### config.mk
export PLATFORM = sky130hd
export DESIGN_NAME = pin_function_mux_qualifier
export DESIGN_NICKNAME = d
export VERILOG_FILES = /design/src/rtl/pin_mux_pkg.sv /design/src/rtl/qual_if.sv /design/src/rtl/input_qualifier.sv /design/src/rtl/pin_function_mux_qualifier.sv
export SDC_FILE = /design/constraint.sdc
export NUM_CORES = 1
export LEC_CHECK = 0
export BUFFER_PORTS_ARGS = -buffer_cell sky130_fd_sc_hd__buf_2
export CORE_UTILIZATION = 59
export DETAILED_ROUTE_END_ITERATION = 8
export PLACE_DENSITY_LB_ADDON = 0.1
export SLEW_MARGIN = 40
export SYNTH_ARGS = -nofsm -noshare
export SYNTH_HDL_FRONTEND = slang
export SYNTH_SLANG_ARGS = --single-unit
export TNS_END_PERCENT = 30
### constraint.sdc
create_clock -name clk -period 37.8 [get_ports clk]
set_input_delay 0 -clock clk [delete_from_list [all_inputs] [get_ports clk]]
set_output_delay 0 -clock clk [all_outputs]
set_load 0.005 [all_outputs]
### src/rtl/pin_mux_pkg.sv
// Notes on behaviour
// five-signal scan test port; clock, data in, mode select, data out share GPIO pins.
// test reset input decides whether shared test pins serve the scan port or GPIO.
// while the test port is selected, GPIO function of shared pins is unavailable.
// each pin has 2-bit function selector; 00 is GPIO and reset value; 01-11 peripherals.
// up to three peripheral signals per pin, plus direct software drive and read.
// software must not program reserved selector values; pin state is then undefined.
// pin n selector sits at bits 2n+1:2n; low register pins 0-15, high 16-31.
// qualify code 00 is reset default and only synchronizes the input.
// codes 01 and 10 synchronize, then qualify over a sampling window.
// window holds three or six samples, chosen by the qualify code.
// qualified output changes only when all window samples agree.
// sample interval is a multiple of clock cycles, set per group of 8 pins.
// qualify code 11 passes the pin input without synchronization.
// unselected peripheral input sees its fixed default level.
// one peripheral input may be selectable on more than one pin.
// data register: write updates output latch, read returns pin input value.
// period zero samples every cycle; value n samples every 2n cycles, up to 0xFF.
// selector and qualify-select writes take effect two clock cycles later.
// with selector 00 output enable follows direction bit, value from data latch.
package pin_mux_pkg;
	// ----------------------------------------------------------------
	// register map
	// ----------------------------------------------------------------
	localparam logic [7:0] OFS_QUAL_CTRL = 8'h00;
	localparam logic [7:0] OFS_QSEL_LOW = 8'h04;
	localparam logic [7:0] OFS_QSEL_HIGH = 8'h08;
	localparam logic [7:0] OFS_FSEL_LOW = 8'h0C;
	localparam logic [7:0] OFS_FSEL_HIGH = 8'h10;
	localparam logic [7:0] OFS_DIRECTION = 8'h14;
	localparam logic [7:0] OFS_PIN_DATA = 8'h18;
	localparam logic [31:0] RST_REG = 32'h00000000;
	localparam int PERIOD_W = 8;
	localparam int GROUP_PINS = 8;
	localparam int SEL_W = 2;
	localparam int CFG_DELAY = 2;
	// ----------------------------------------------------------------
	// encodings
	// ----------------------------------------------------------------
	localparam logic [1:0] FSEL_GPIO = 2'h0;
	localparam logic [1:0] QSEL_SYNC = 2'h0;
	localparam logic [1:0] QSEL_WIN3 = 2'h1;
	localparam logic [1:0] QSEL_WIN6 = 2'h2;
	localparam logic [1:0] QSEL_ASYNC = 2'h3;
	localparam logic [1:0] RESP_OKAY = 2'h0;
	localparam logic [1:0] RESP_SLVERR = 2'h2;
	localparam int WIN_MAX = 6;
	localparam int CNT_W = PERIOD_W + 1;
endpackage : pin_mux_pkg

### src/rtl/qual_if.sv
`timescale 1ns/100ps
interface qual_if;
	import pin_mux_pkg::*;
	logic [PERIOD_W-1:0] period;
	logic [2*GROUP_PINS-1:0] qsel;
	logic [GROUP_PINS-1:0] raw;
	logic [GROUP_PINS-1:0] qual;
	modport top (output period, output qsel, output raw, input qual);
	modport grp (input period, input qsel, input raw, output qual);
endinterface : qual_if

### src/rtl/input_qualifier.sv
`timescale 1ns/100ps
module input_qualifier (
	input wire logic clk,
	input wire logic rstSync_n,
	qual_if.grp q
);
	import pin_mux_pkg::*;

	function automatic logic allSame(input logic [WIN_MAX-1:0] w, input logic six);
		allSame = six ? (&w || ~|w) : (&w[2:0] || ~|w[2:0]);
	endfunction : allSame

	logic [GROUP_PINS-1:0] syncA_ff;
	logic [GROUP_PINS-1:0] syncB_ff;
	logic [CNT_W-1:0] cnt_ff;
	logic [GROUP_PINS-1:0][WIN_MAX-1:0] win_ff;
	logic [GROUP_PINS-1:0] held_ff;
	wire logic [CNT_W-1:0] lastCnt = CNT_W'({q.period, 1'b0} - 1'b1);
	wire logic tick = (q.period == '0) || (cnt_ff == lastCnt);
	wire logic [CNT_W-1:0] nxt_cnt = tick ? '0 : CNT_W'(cnt_ff + 1'b1);

	always_ff @(posedge clk or negedge rstSync_n) begin
		if (!rstSync_n) begin
			syncA_ff <= '0;
			syncB_ff <= '0;
			cnt_ff <= '0;
		end else begin
			syncA_ff <= q.raw;
			syncB_ff <= syncA_ff;
			cnt_ff <= nxt_cnt;
		end
	end

	genvar i;
	generate
		for (i = 0; i < GROUP_PINS; i++) begin : g_pin
			wire logic [1:0] code = q.qsel[2*i +: 2];
			wire logic [WIN_MAX-1:0] nxt_win = {win_ff[i][WIN_MAX-2:0], syncB_ff[i]};
			wire logic agree = allSame(nxt_win, code == QSEL_WIN6);
			always_ff @(posedge clk or negedge rstSync_n) begin
				if (!rstSync_n) begin
					win_ff[i] <= '0;
					held_ff[i] <= 1'b0;
				end else if (tick) begin
					win_ff[i] <= nxt_win;
					if (agree) begin
						held_ff[i] <= syncB_ff[i];
					end
				end
			end
			// sync only, windowed, or raw pass-through
			assign q.qual[i] = (code == QSEL_SYNC) ? syncB_ff[i] :
				(code == QSEL_ASYNC) ? q.raw[i] : held_ff[i];
		end
	endgenerate
endmodule : input_qualifier

### src/rtl/pin_function_mux_qualifier.sv
`timescale 1ns/100ps
module pin_function_mux_qualifier #(
	parameter int PINS = 32,
	parameter int N_PERIN = 16,
	parameter logic [N_PERIN-1:0] PERIN_DEFAULT = '0,
	parameter int TCK_PIN = 28,
	parameter int TDI_PIN = 29,
	parameter int TMS_PIN = 30,
	parameter int TDO_PIN = 31
) (
	input wire logic clk,
	input wire logic rst_n,
	// AXI4-Lite slave
	input wire logic [7:0] awaddr,
	input wire logic awvalid,
	output logic awready,
	input wire logic [31:0] wdata,
	input wire logic [3:0] wstrb,
	input wire logic wvalid,
	output logic wready,
	output logic [1:0] bresp,
	output logic bvalid,
	input wire logic bready,
	input wire logic [7:0] araddr,
	input wire logic arvalid,
	output logic arready,
	output logic [31:0] rdata,
	output logic [1:0] rresp,
	output logic rvalid,
	input wire logic rready,
	// pins
	input wire logic [PINS-1:0] pinIn,
	output logic [PINS-1:0] pinOut,
	output logic [PINS-1:0] pinOe,
	// peripherals: entry 3*pin+sel-1 is that pin's choice sel
	input wire logic [3*PINS-1:0] periphOut,
	input wire logic [3*PINS-1:0] periphOe,
	output logic [N_PERIN-1:0] periphIn,
	// scan test port
	input wire logic testReset,
	input wire logic scanDataOut,
	input wire logic scanDataOutOe,
	output logic scanClock,
	output logic scanDataIn,
	output logic scanModeSel
);
	import pin_mux_pkg::*;

	localparam int GROUPS = PINS / GROUP_PINS;

	if (PINS % GROUP_PINS != 0 || PINS > 32 || PINS < GROUP_PINS || N_PERIN < 1 ||
		TCK_PIN >= PINS || TDI_PIN >= PINS || TMS_PIN >= PINS || TDO_PIN >= PINS) begin : g_bad
		$error("pin_function_mux_qualifier: unsupported parameters");
	end

	// peripheral input reached by choice sel of pin p; several pins share one input
	function automatic int perinIndex(input int p, input int sel);
		perinIndex = (3 * p + sel - 1) % N_PERIN;
	endfunction : perinIndex

	function automatic logic [31:0] merge(input logic [31:0] old, input logic [31:0] nw, input logic [3:0] strb);
		logic [31:0] r;
		r = old;
		for (int b = 0; b < 4; b++) begin
			if (strb[b]) begin
				r[8*b +: 8] = nw[8*b +: 8];
			end
		end
		merge = r;
	endfunction : merge

	function automatic logic isScanPin(input int p);
		isScanPin = (p == TCK_PIN) || (p == TDI_PIN) || (p == TMS_PIN) || (p == TDO_PIN);
	endfunction : isScanPin

	// ----------------------------------------------------------------
	// reset release
	// ----------------------------------------------------------------
	logic rstMeta_ff;
	logic rstSync_n;
	always_ff @(posedge clk or negedge rst_n) begin
		if (!rst_n) begin
			rstMeta_ff <= 1'b0;
			rstSync_n <= 1'b0;
		end else begin
			rstMeta_ff <= 1'b1;
			rstSync_n <= rstMeta_ff;
		end
	end

	// ----------------------------------------------------------------
	// register bus
	// ----------------------------------------------------------------
	logic awHeld_ff, wHeld_ff;
	logic [7:0] awAddr_ff;
	logic [31:0] wData_ff;
	logic [3:0] wStrb_ff;
	logic awready_ff, wready_ff, bvalid_ff, arready_ff, rvalid_ff;
	logic [1:0] bresp_ff, rresp_ff;
	logic [31:0] rdata_ff;
	logic [31:0] qualCtrl_ff, qselLow_ff, qselHigh_ff, fselLow_ff, fselHigh_ff, dir_ff, dataLatch_ff;
	logic [PINS-1:0] pinQual;

	wire logic awTake = awvalid && awready_ff;
	wire logic wTake = wvalid && wready_ff;
	wire logic doWrite = awHeld_ff && wHeld_ff && !bvalid_ff;
	wire logic nxt_awHeld = (awHeld_ff && !doWrite) || awTake;
	wire logic nxt_wHeld = (wHeld_ff && !doWrite) || wTake;
	wire logic nxt_bvalid = doWrite || (bvalid_ff && !bready);
	wire logic arTake = arvalid && arready_ff;
	wire logic nxt_rvalid = arTake || (rvalid_ff && !rready);

	wire logic wrCtrl = doWrite && awAddr_ff == OFS_QUAL_CTRL;
	wire logic wrQselLo = doWrite && awAddr_ff == OFS_QSEL_LOW;
	wire logic wrQselHi = doWrite && awAddr_ff == OFS_QSEL_HIGH;
	wire logic wrFselLo = doWrite && awAddr_ff == OFS_FSEL_LOW;
	wire logic wrFselHi = doWrite && awAddr_ff == OFS_FSEL_HIGH;
	wire logic wrDir = doWrite && awAddr_ff == OFS_DIRECTION;
	wire logic wrData = doWrite && awAddr_ff == OFS_PIN_DATA;
	wire logic wrHit = wrCtrl || wrQselLo || wrQselHi || wrFselLo || wrFselHi || wrDir || wrData;

	wire logic [31:0] pinRead = 32'(pinQual);
	wire logic rdHit = araddr inside {OFS_QUAL_CTRL, OFS_QSEL_LOW, OFS_QSEL_HIGH, OFS_FSEL_LOW,
		OFS_FSEL_HIGH, OFS_DIRECTION, OFS_PIN_DATA};
	wire logic [31:0] rdMux = (araddr == OFS_QUAL_CTRL) ? qualCtrl_ff :
		(araddr == OFS_QSEL_LOW) ? qselLow_ff :
		(araddr == OFS_QSEL_HIGH) ? qselHigh_ff :
		(araddr == OFS_FSEL_LOW) ? fselLow_ff :
		(araddr == OFS_FSEL_HIGH) ? fselHigh_ff :
		(araddr == OFS_DIRECTION) ? dir_ff :
		(araddr == OFS_PIN_DATA) ? pinRead : 32'h00000000;

	always_ff @(posedge clk or negedge rstSync_n) begin
		if (!rstSync_n) begin
			awHeld_ff <= 1'b0;
			wHeld_ff <= 1'b0;
			awready_ff <= 1'b0;
			wready_ff <= 1'b0;
			bvalid_ff <= 1'b0;
			arready_ff <= 1'b0;
			rvalid_ff <= 1'b0;
		end else begin
			awHeld_ff <= nxt_awHeld;
			wHeld_ff <= nxt_wHeld;
			awready_ff <= !nxt_awHeld;
			wready_ff <= !nxt_wHeld;
			bvalid_ff <= nxt_bvalid;
			arready_ff <= !nxt_rvalid;
			rvalid_ff <= nxt_rvalid;
		end
	end

	always_ff @(posedge clk or negedge rstSync_n) begin
		if (!rstSync_n) begin
			awAddr_ff <= 8'h00;
			wData_ff <= 32'h00000000;
			wStrb_ff <= 4'h0;
			bresp_ff <= RESP_OKAY;
			rresp_ff <= RESP_OKAY;
			rdata_ff <= 32'h00000000;
		end else begin
			if (awTake) awAddr_ff <= {awaddr[7:2], 2'b00};
			if (wTake) wData_ff <= wdata;
			if (wTake) wStrb_ff <= wstrb;
			if (doWrite) bresp_ff <= wrHit ? RESP_OKAY : RESP_SLVERR;
			if (arTake) rresp_ff <= rdHit ? RESP_OKAY : RESP_SLVERR;
			if (arTake) rdata_ff <= rdMux;
		end
	end

	// ----------------------------------------------------------------
	// configuration registers
	// ----------------------------------------------------------------
	always_ff @(posedge clk or negedge rstSync_n) begin
		if (!rstSync_n) begin
			qualCtrl_ff <= RST_REG;
			qselLow_ff <= RST_REG;
			qselHigh_ff <= RST_REG;
			fselLow_ff <= RST_REG;
			fselHigh_ff <= RST_REG;
			dir_ff <= RST_REG;
			dataLatch_ff <= RST_REG;
		end else begin
			if (wrCtrl) qualCtrl_ff <= merge(qualCtrl_ff, wData_ff, wStrb_ff);
			if (wrQselLo) qselLow_ff <= merge(qselLow_ff, wData_ff, wStrb_ff);
			if (wrQselHi) qselHigh_ff <= merge(qselHigh_ff, wData_ff, wStrb_ff);
			if (wrFselLo) fselLow_ff <= merge(fselLow_ff, wData_ff, wStrb_ff);
			if (wrFselHi) fselHigh_ff <= merge(fselHigh_ff, wData_ff, wStrb_ff);
			if (wrDir) dir_ff <= merge(dir_ff, wData_ff, wStrb_ff);
			if (wrData) dataLatch_ff <= merge(dataLatch_ff, wData_ff, wStrb_ff);
		end
	end

	// selector and qualify-select changes reach the logic after a fixed delay
	logic [CFG_DELAY-1:0][127:0] cfgPipe_ff;
	always_ff @(posedge clk or negedge rstSync_n) begin
		if (!rstSync_n) begin
			cfgPipe_ff <= '0;
		end else begin
			cfgPipe_ff <= {cfgPipe_ff[CFG_DELAY-2:0], {fselHigh_ff, fselLow_ff, qselHigh_ff, qselLow_ff}};
		end
	end
	wire logic [63:0] qselEff = cfgPipe_ff[CFG_DELAY-1][63:0];
	wire logic [63:0] fselEff = cfgPipe_ff[CFG_DELAY-1][127:64];

	// ----------------------------------------------------------------
	// input qualification, one sample period per group
	// ----------------------------------------------------------------
	genvar g;
	generate
		for (g = 0; g < GROUPS; g++) begin : g_grp
			qual_if qIf ();
			assign qIf.period = qualCtrl_ff[PERIOD_W*g +: PERIOD_W];
			assign qIf.qsel = qselEff[2*GROUP_PINS*g +: 2*GROUP_PINS];
			assign qIf.raw = pinIn[GROUP_PINS*g +: GROUP_PINS];
			assign pinQual[GROUP_PINS*g +: GROUP_PINS] = qIf.qual;
			input_qualifier u_qual (
				.clk(clk),
				.rstSync_n(rstSync_n),
				.q(qIf.grp)
			);
		end
	endgenerate

	// ----------------------------------------------------------------
	// output routing and peripheral inputs
	// ----------------------------------------------------------------
	logic [PINS-1:0] nxt_pinOut, nxt_pinOe;
	logic [N_PERIN-1:0] nxt_periphIn;
	always_comb begin
		logic [1:0] sel;
		logic found;
		sel = FSEL_GPIO;
		found = 1'b0;
		for (int p = 0; p < PINS; p++) begin
			sel = fselEff[SEL_W*p +: SEL_W];
			if (testReset && isScanPin(p)) begin

				nxt_pinOut[p] = (p == TDO_PIN) && scanDataOut;
				nxt_pinOe[p] = (p == TDO_PIN) && scanDataOutOe;
			end else if (sel == FSEL_GPIO) begin
				nxt_pinOut[p] = dataLatch_ff[p];
				nxt_pinOe[p] = dir_ff[p];
			end else begin
				nxt_pinOut[p] = periphOut[3*p + int'(sel) - 1];
				nxt_pinOe[p] = periphOe[3*p + int'(sel) - 1];
			end
		end
		for (int k = 0; k < N_PERIN; k++) begin
			nxt_periphIn[k] = PERIN_DEFAULT[k];
			found = 1'b0;
			for (int p = 0; p < PINS; p++) begin
				sel = fselEff[SEL_W*p +: SEL_W];
				if (!found && sel != FSEL_GPIO && !(testReset && isScanPin(p)) &&
					perinIndex(p, int'(sel)) == k) begin
					nxt_periphIn[k] = pinQual[p];
					found = 1'b1;
				end
			end
		end
	end

	logic [PINS-1:0] pinOut_ff, pinOe_ff;
	logic [N_PERIN-1:0] periphIn_ff;
	logic scanClock_ff, scanDataIn_ff, scanModeSel_ff;
	always_ff @(posedge clk or negedge rstSync_n) begin
		if (!rstSync_n) begin
			pinOut_ff <= '0;
			pinOe_ff <= '0;
			periphIn_ff <= PERIN_DEFAULT;
			scanClock_ff <= 1'b0;
			scanDataIn_ff <= 1'b0;
			scanModeSel_ff <= 1'b0;
		end else begin
			pinOut_ff <= nxt_pinOut;
			pinOe_ff <= nxt_pinOe;
			periphIn_ff <= nxt_periphIn;
			scanClock_ff <= testReset && pinIn[TCK_PIN];
			scanDataIn_ff <= testReset && pinIn[TDI_PIN];
			scanModeSel_ff <= testReset && pinIn[TMS_PIN];
		end
	end

	assign awready = awready_ff;
	assign wready = wready_ff;
	assign bvalid = bvalid_ff;
	assign bresp = bresp_ff;
	assign arready = arready_ff;
	assign rvalid = rvalid_ff;
	assign rresp = rresp_ff;
	assign rdata = rdata_ff;
	assign pinOut = pinOut_ff;
	assign pinOe = pinOe_ff;
	assign periphIn = periphIn_ff;
	assign scanClock = scanClock_ff;
	assign scanDataIn = scanDataIn_ff;
	assign scanModeSel = scanModeSel_ff;
endmodule : pin_function_mux_qualifier

==> reports/results.ini <==
[timing]
maxSlewViolCount=0
setup_viol=0
min_period_ps=3620
finalCritPeriodShare=0.09578
holdWs_ps=21.97
fin_skew_ps=26.41
fmax_ghz=0.2762
slew_headroom=0.3815
hold_viol_final=0
setup_tns_ps=0
worst_slew_pin_slew_ps=902.0
rsz0062_at_grt=false

[clock_network]
cts_sinks=940
cts_setup_buffers=0
clock-root-buffer=clkbuf_16
cts_buffer_depth=3
cts_tree=yes
ctsHtreeMaxLevel=3
clk_pin_slew_ps=60
cts_buffers=95
clk_latency_ps=660

[job]
cap_violations=0

[setup_path]
crit_type=reg2reg
reg2regPathDepth=8
r2r_setup_slack_ps=34180
worstPathBufferInverterCount=1
path_cells=inv_1 -> ha_1 -> nor2b_1 -> nor4bb_1 -> a31oi_1 -> or4_1 -> nand2_4 -> mux2_2
start_kind=flop
end_kind=flop
r2r_start=qualCtrl_ff[24]
critPathTopFamily=simple AND/OR/NAND/NOR gates
crit_arrival_ps=4150
worstReg2RegEnd=g_grp[3].u_qual.g_pin[3].nxt_win[5]
cp_max_fo=51
crit_slowest_cell=or4_1
max_stage_delay_ps=930
worstPathRequired_ps=38330

[placed_design]
dpl.hpwl_um=91160
portBuffers=405
place.gp.congestion=0.9746

[power]
power_w=0.004447
ir_worst_vdd_mv=0.09653
power_switching_share=0.3658
p_int_w=0.002821
p_leak_nw=23.68
seqPwrFrac=0.397
power_frac_comb=0.368
p_switching_w=0.001627
power.density_nw_per_um2=87.71
pwr-share-clk=0.235

[drt]
postRouteAntennaNets=0
vias=30570
drtPass1Iterations=7
wire_per_inst_um=26.35
drt_iter0_markers=2560
wl_um=128800
drc=0
drt-vias-per-instance=6.255

[grt]
grt_start_max_net_pins=86
grt_pass1_wl_um=191400
grt_overflow_total=0
antenna_found_initial=2
grt_pass1_vias=31400
grt.total_usage=0.3640

[layout]
layout.cells.most_common_list=dfrtp_1, mux2_2, buf_2, dlygate4sd3_1, nand2_1
final_common_cell=dfrtp_1
ff_latch_area_um2=23530
area_delta_synth_final_pct=21.89
fillers=4590
multi_input_area_um2=17270
nets=4274
drive_above_1_share=0.2965
fin_util=0.7329

[die]
core-area_um2=69190
die-area_um2=71580
row_count=96
die_w_um=267.5
start_util=0.6013
ios=410
fp.dieH_um=267.5

[synthesis]
synth_xor_area_frac=0.01432
synth_top_family_by_area=multiplexers
yosys.area_share.simple=0.09450
ys_warn_count=0
synth_compound_area_frac=0.07354
synth-async-reset-ratio=1.000
yosysUniqueCellTypes=82
yosysSeqAreaShare=0.5654
synth_edf_count=0
synth.cell_area_um2=41600
synth_cells=3188
synth-adder-area-share=0.03489
synthFlopType=dfrtp_1
ys_seq_elements=940
syn-mean-instance-area_um2=13.05
muxShareOfSynthArea=0.1949

[hold_path]
min_from=pinIn[13]
hold_depth=2
hold_end=g_grp[1].u_qual.syncA_ff[5]
hold_class=in2reg

[status]
status=finished clean

[metrics by stage]
| stage | setup slack (ps) | std cells | instance area, um^2 |
|---|---|---|---|
| after floorplan | 9658 | 3189 | 41600 |
| after global placement | 33350 | 4463 | 44600 |
| after detailed placement | 33990 | 4465 | 44720 |
| after CTS | 33960 | 4883 | 50660 |
| after global routing | 33850 | 4885 | 50700 |
| final | 34180 | 4887 | 50710 |
[worst register-to-register path, stage by stage, from the launching register on]
cell	delay (ps)
dfrtp_1	440
inv_1	100
ha_1	200
nor2b_1	280
nor4bb_1	320
a31oi_1	90
or4_1	930
nand2_4	670
mux2_2	460
[cells by family after synthesis]
group	after synthesis
AO/OA/AOI/OAI	471
adder cells (fa/ha/maj)	116
other	2
buffers and inverters	206
multiplexers	654
AND/OR/NAND/NOR	731
XOR/XNOR	68
flip-flops	940
[sequential cells by signal (all words and copies together) (netlist names), 6 cells and up]
signal	count
awAddr_ff	6
cfgPipe_ff	256
dataLatch_ff	32
dir_ff	32
fselHigh_ff	32
fselLow_ff	32
g_grp.u_qual.cnt_ff	36
g_grp.u_qual.g_pin.nxt_win	160
g_grp.u_qual.held_ff	32
g_grp.u_qual.syncA_ff	32
g_grp.u_qual.syncB_ff	32
periphIn	16
pinOe	32
pinOut	32
qselHigh_ff	32
qselLow_ff	32
qualCtrl_ff	32
rdata	32
wData_ff	32
[cells in the mapped netlist, types with 10 or more instances]
cell type / number / area, um^2
a211oi_1: 37 / 277.8
a21oi_1: 139 / 695.7
a2bb2oi_1: 21 / 183.9
a31oi_1: 34 / 212.7
and2_1: 10 / 62.56
and3_1: 28 / 175.2
buf_2: 11 / 55.05
buf_4: 10 / 75.07
clkbuf_1: 64 / 240.2
dfrtp_1: 940 / 23520
ha_1: 116 / 1451
inv_1: 102 / 382.9
mux2_1: 18 / 202.7
mux2_2: 429 / 4831
mux2i_1: 127 / 1271
mux4_2: 80 / 1802
nand2_1: 158 / 593.1
nand2b_1: 40 / 250.2
nand3_1: 61 / 305.3
nand3b_1: 12 / 90.09
nand4_1: 58 / 362.9
nand4b_1: 26 / 227.7
nor2_1: 136 / 510.5
nor2b_1: 29 / 181.4
nor3_1: 52 / 260.3
nor4_1: 37 / 231.5
o21ai_0: 79 / 395.4
o22ai_1: 68 / 425.4
or4_1: 34 / 255.2
xnor2_1: 28 / 245.2
xor2_1: 40 / 350.3
[what timing repair did]
item                                   in CTS  in global routing
endpoints found under the hold margin     151                  0
resized for setup                           0                  0
hold buffers                              240                  0
[how the worst max path moves through the flow]
| stage | startpoint | to | slack, ps | cells after the start |
|---|---|---|---|---|
| floorplan | rstSync_n | arready | 9660 | 0 |
| global placement | rstSync_n | g_grp[1].u_qual.g_pin[6].nxt_win[3] | 33350 | 4 |
| detailed placement | rstSync_n | pinOe[25] | 33990 | 4 |
| CTS | rstSync_n | qselLow_ff[17] | 33960 | 4 |
| global route | rstSync_n | cfgPipe_ff[184] | 33850 | 4 |
| finish | qualCtrl_ff[24] | g_grp[3].u_qual.g_pin[3].nxt_win[5] | 34180 | 8 |
[per-layer routing]
| layer | global-route usage | routed length (um) | up-vias |
|---|---|---|---|
| met2 | 0.5899 | 61330 | 1444 |
| met1 | 0.4633 | 50300 | 15650 |
| li1 | - | - | 13130 |
| met4 | 0.1977 | 7407 | 2 |
| met3 | 0.07199 | 9715 | 349 |
| met5 | 0 | 13 | - |
[power by group through the flow]
| stage | logic, W | clock network (W) | registers [W] |
|---|---|---|---|
| 2_1_floorplan | 0.00121 | 0 | 0.00159 |
| 3_3_place_gp | 0.00145 | 0 | 0.00174 |
| 3_5_place_dp | 0.00152 | 0 | 0.00177 |
| 4_1_cts | 0.00161 | 0.00105 | 0.00175 |
| 5_1_grt | 0.00175 | 0.00109 | 0.00180 |
| 6_report | 0.00164 | 0.00104 | 0.00177 |
[final cells by class]
class | count | area share
repair buffers | 688 | 0.09473
diodes | 3 | 0.0001480
flip-flops and latches | 940 | 0.4640
multi-input cells | 2043 | 0.3406
clock buffers | 134 | 0.05596
clock inverters | 44 | 0.01392
inverters | 104 | 0.007699
well taps | 931 | 0.02297
Power figures use the tool's default switching activity.
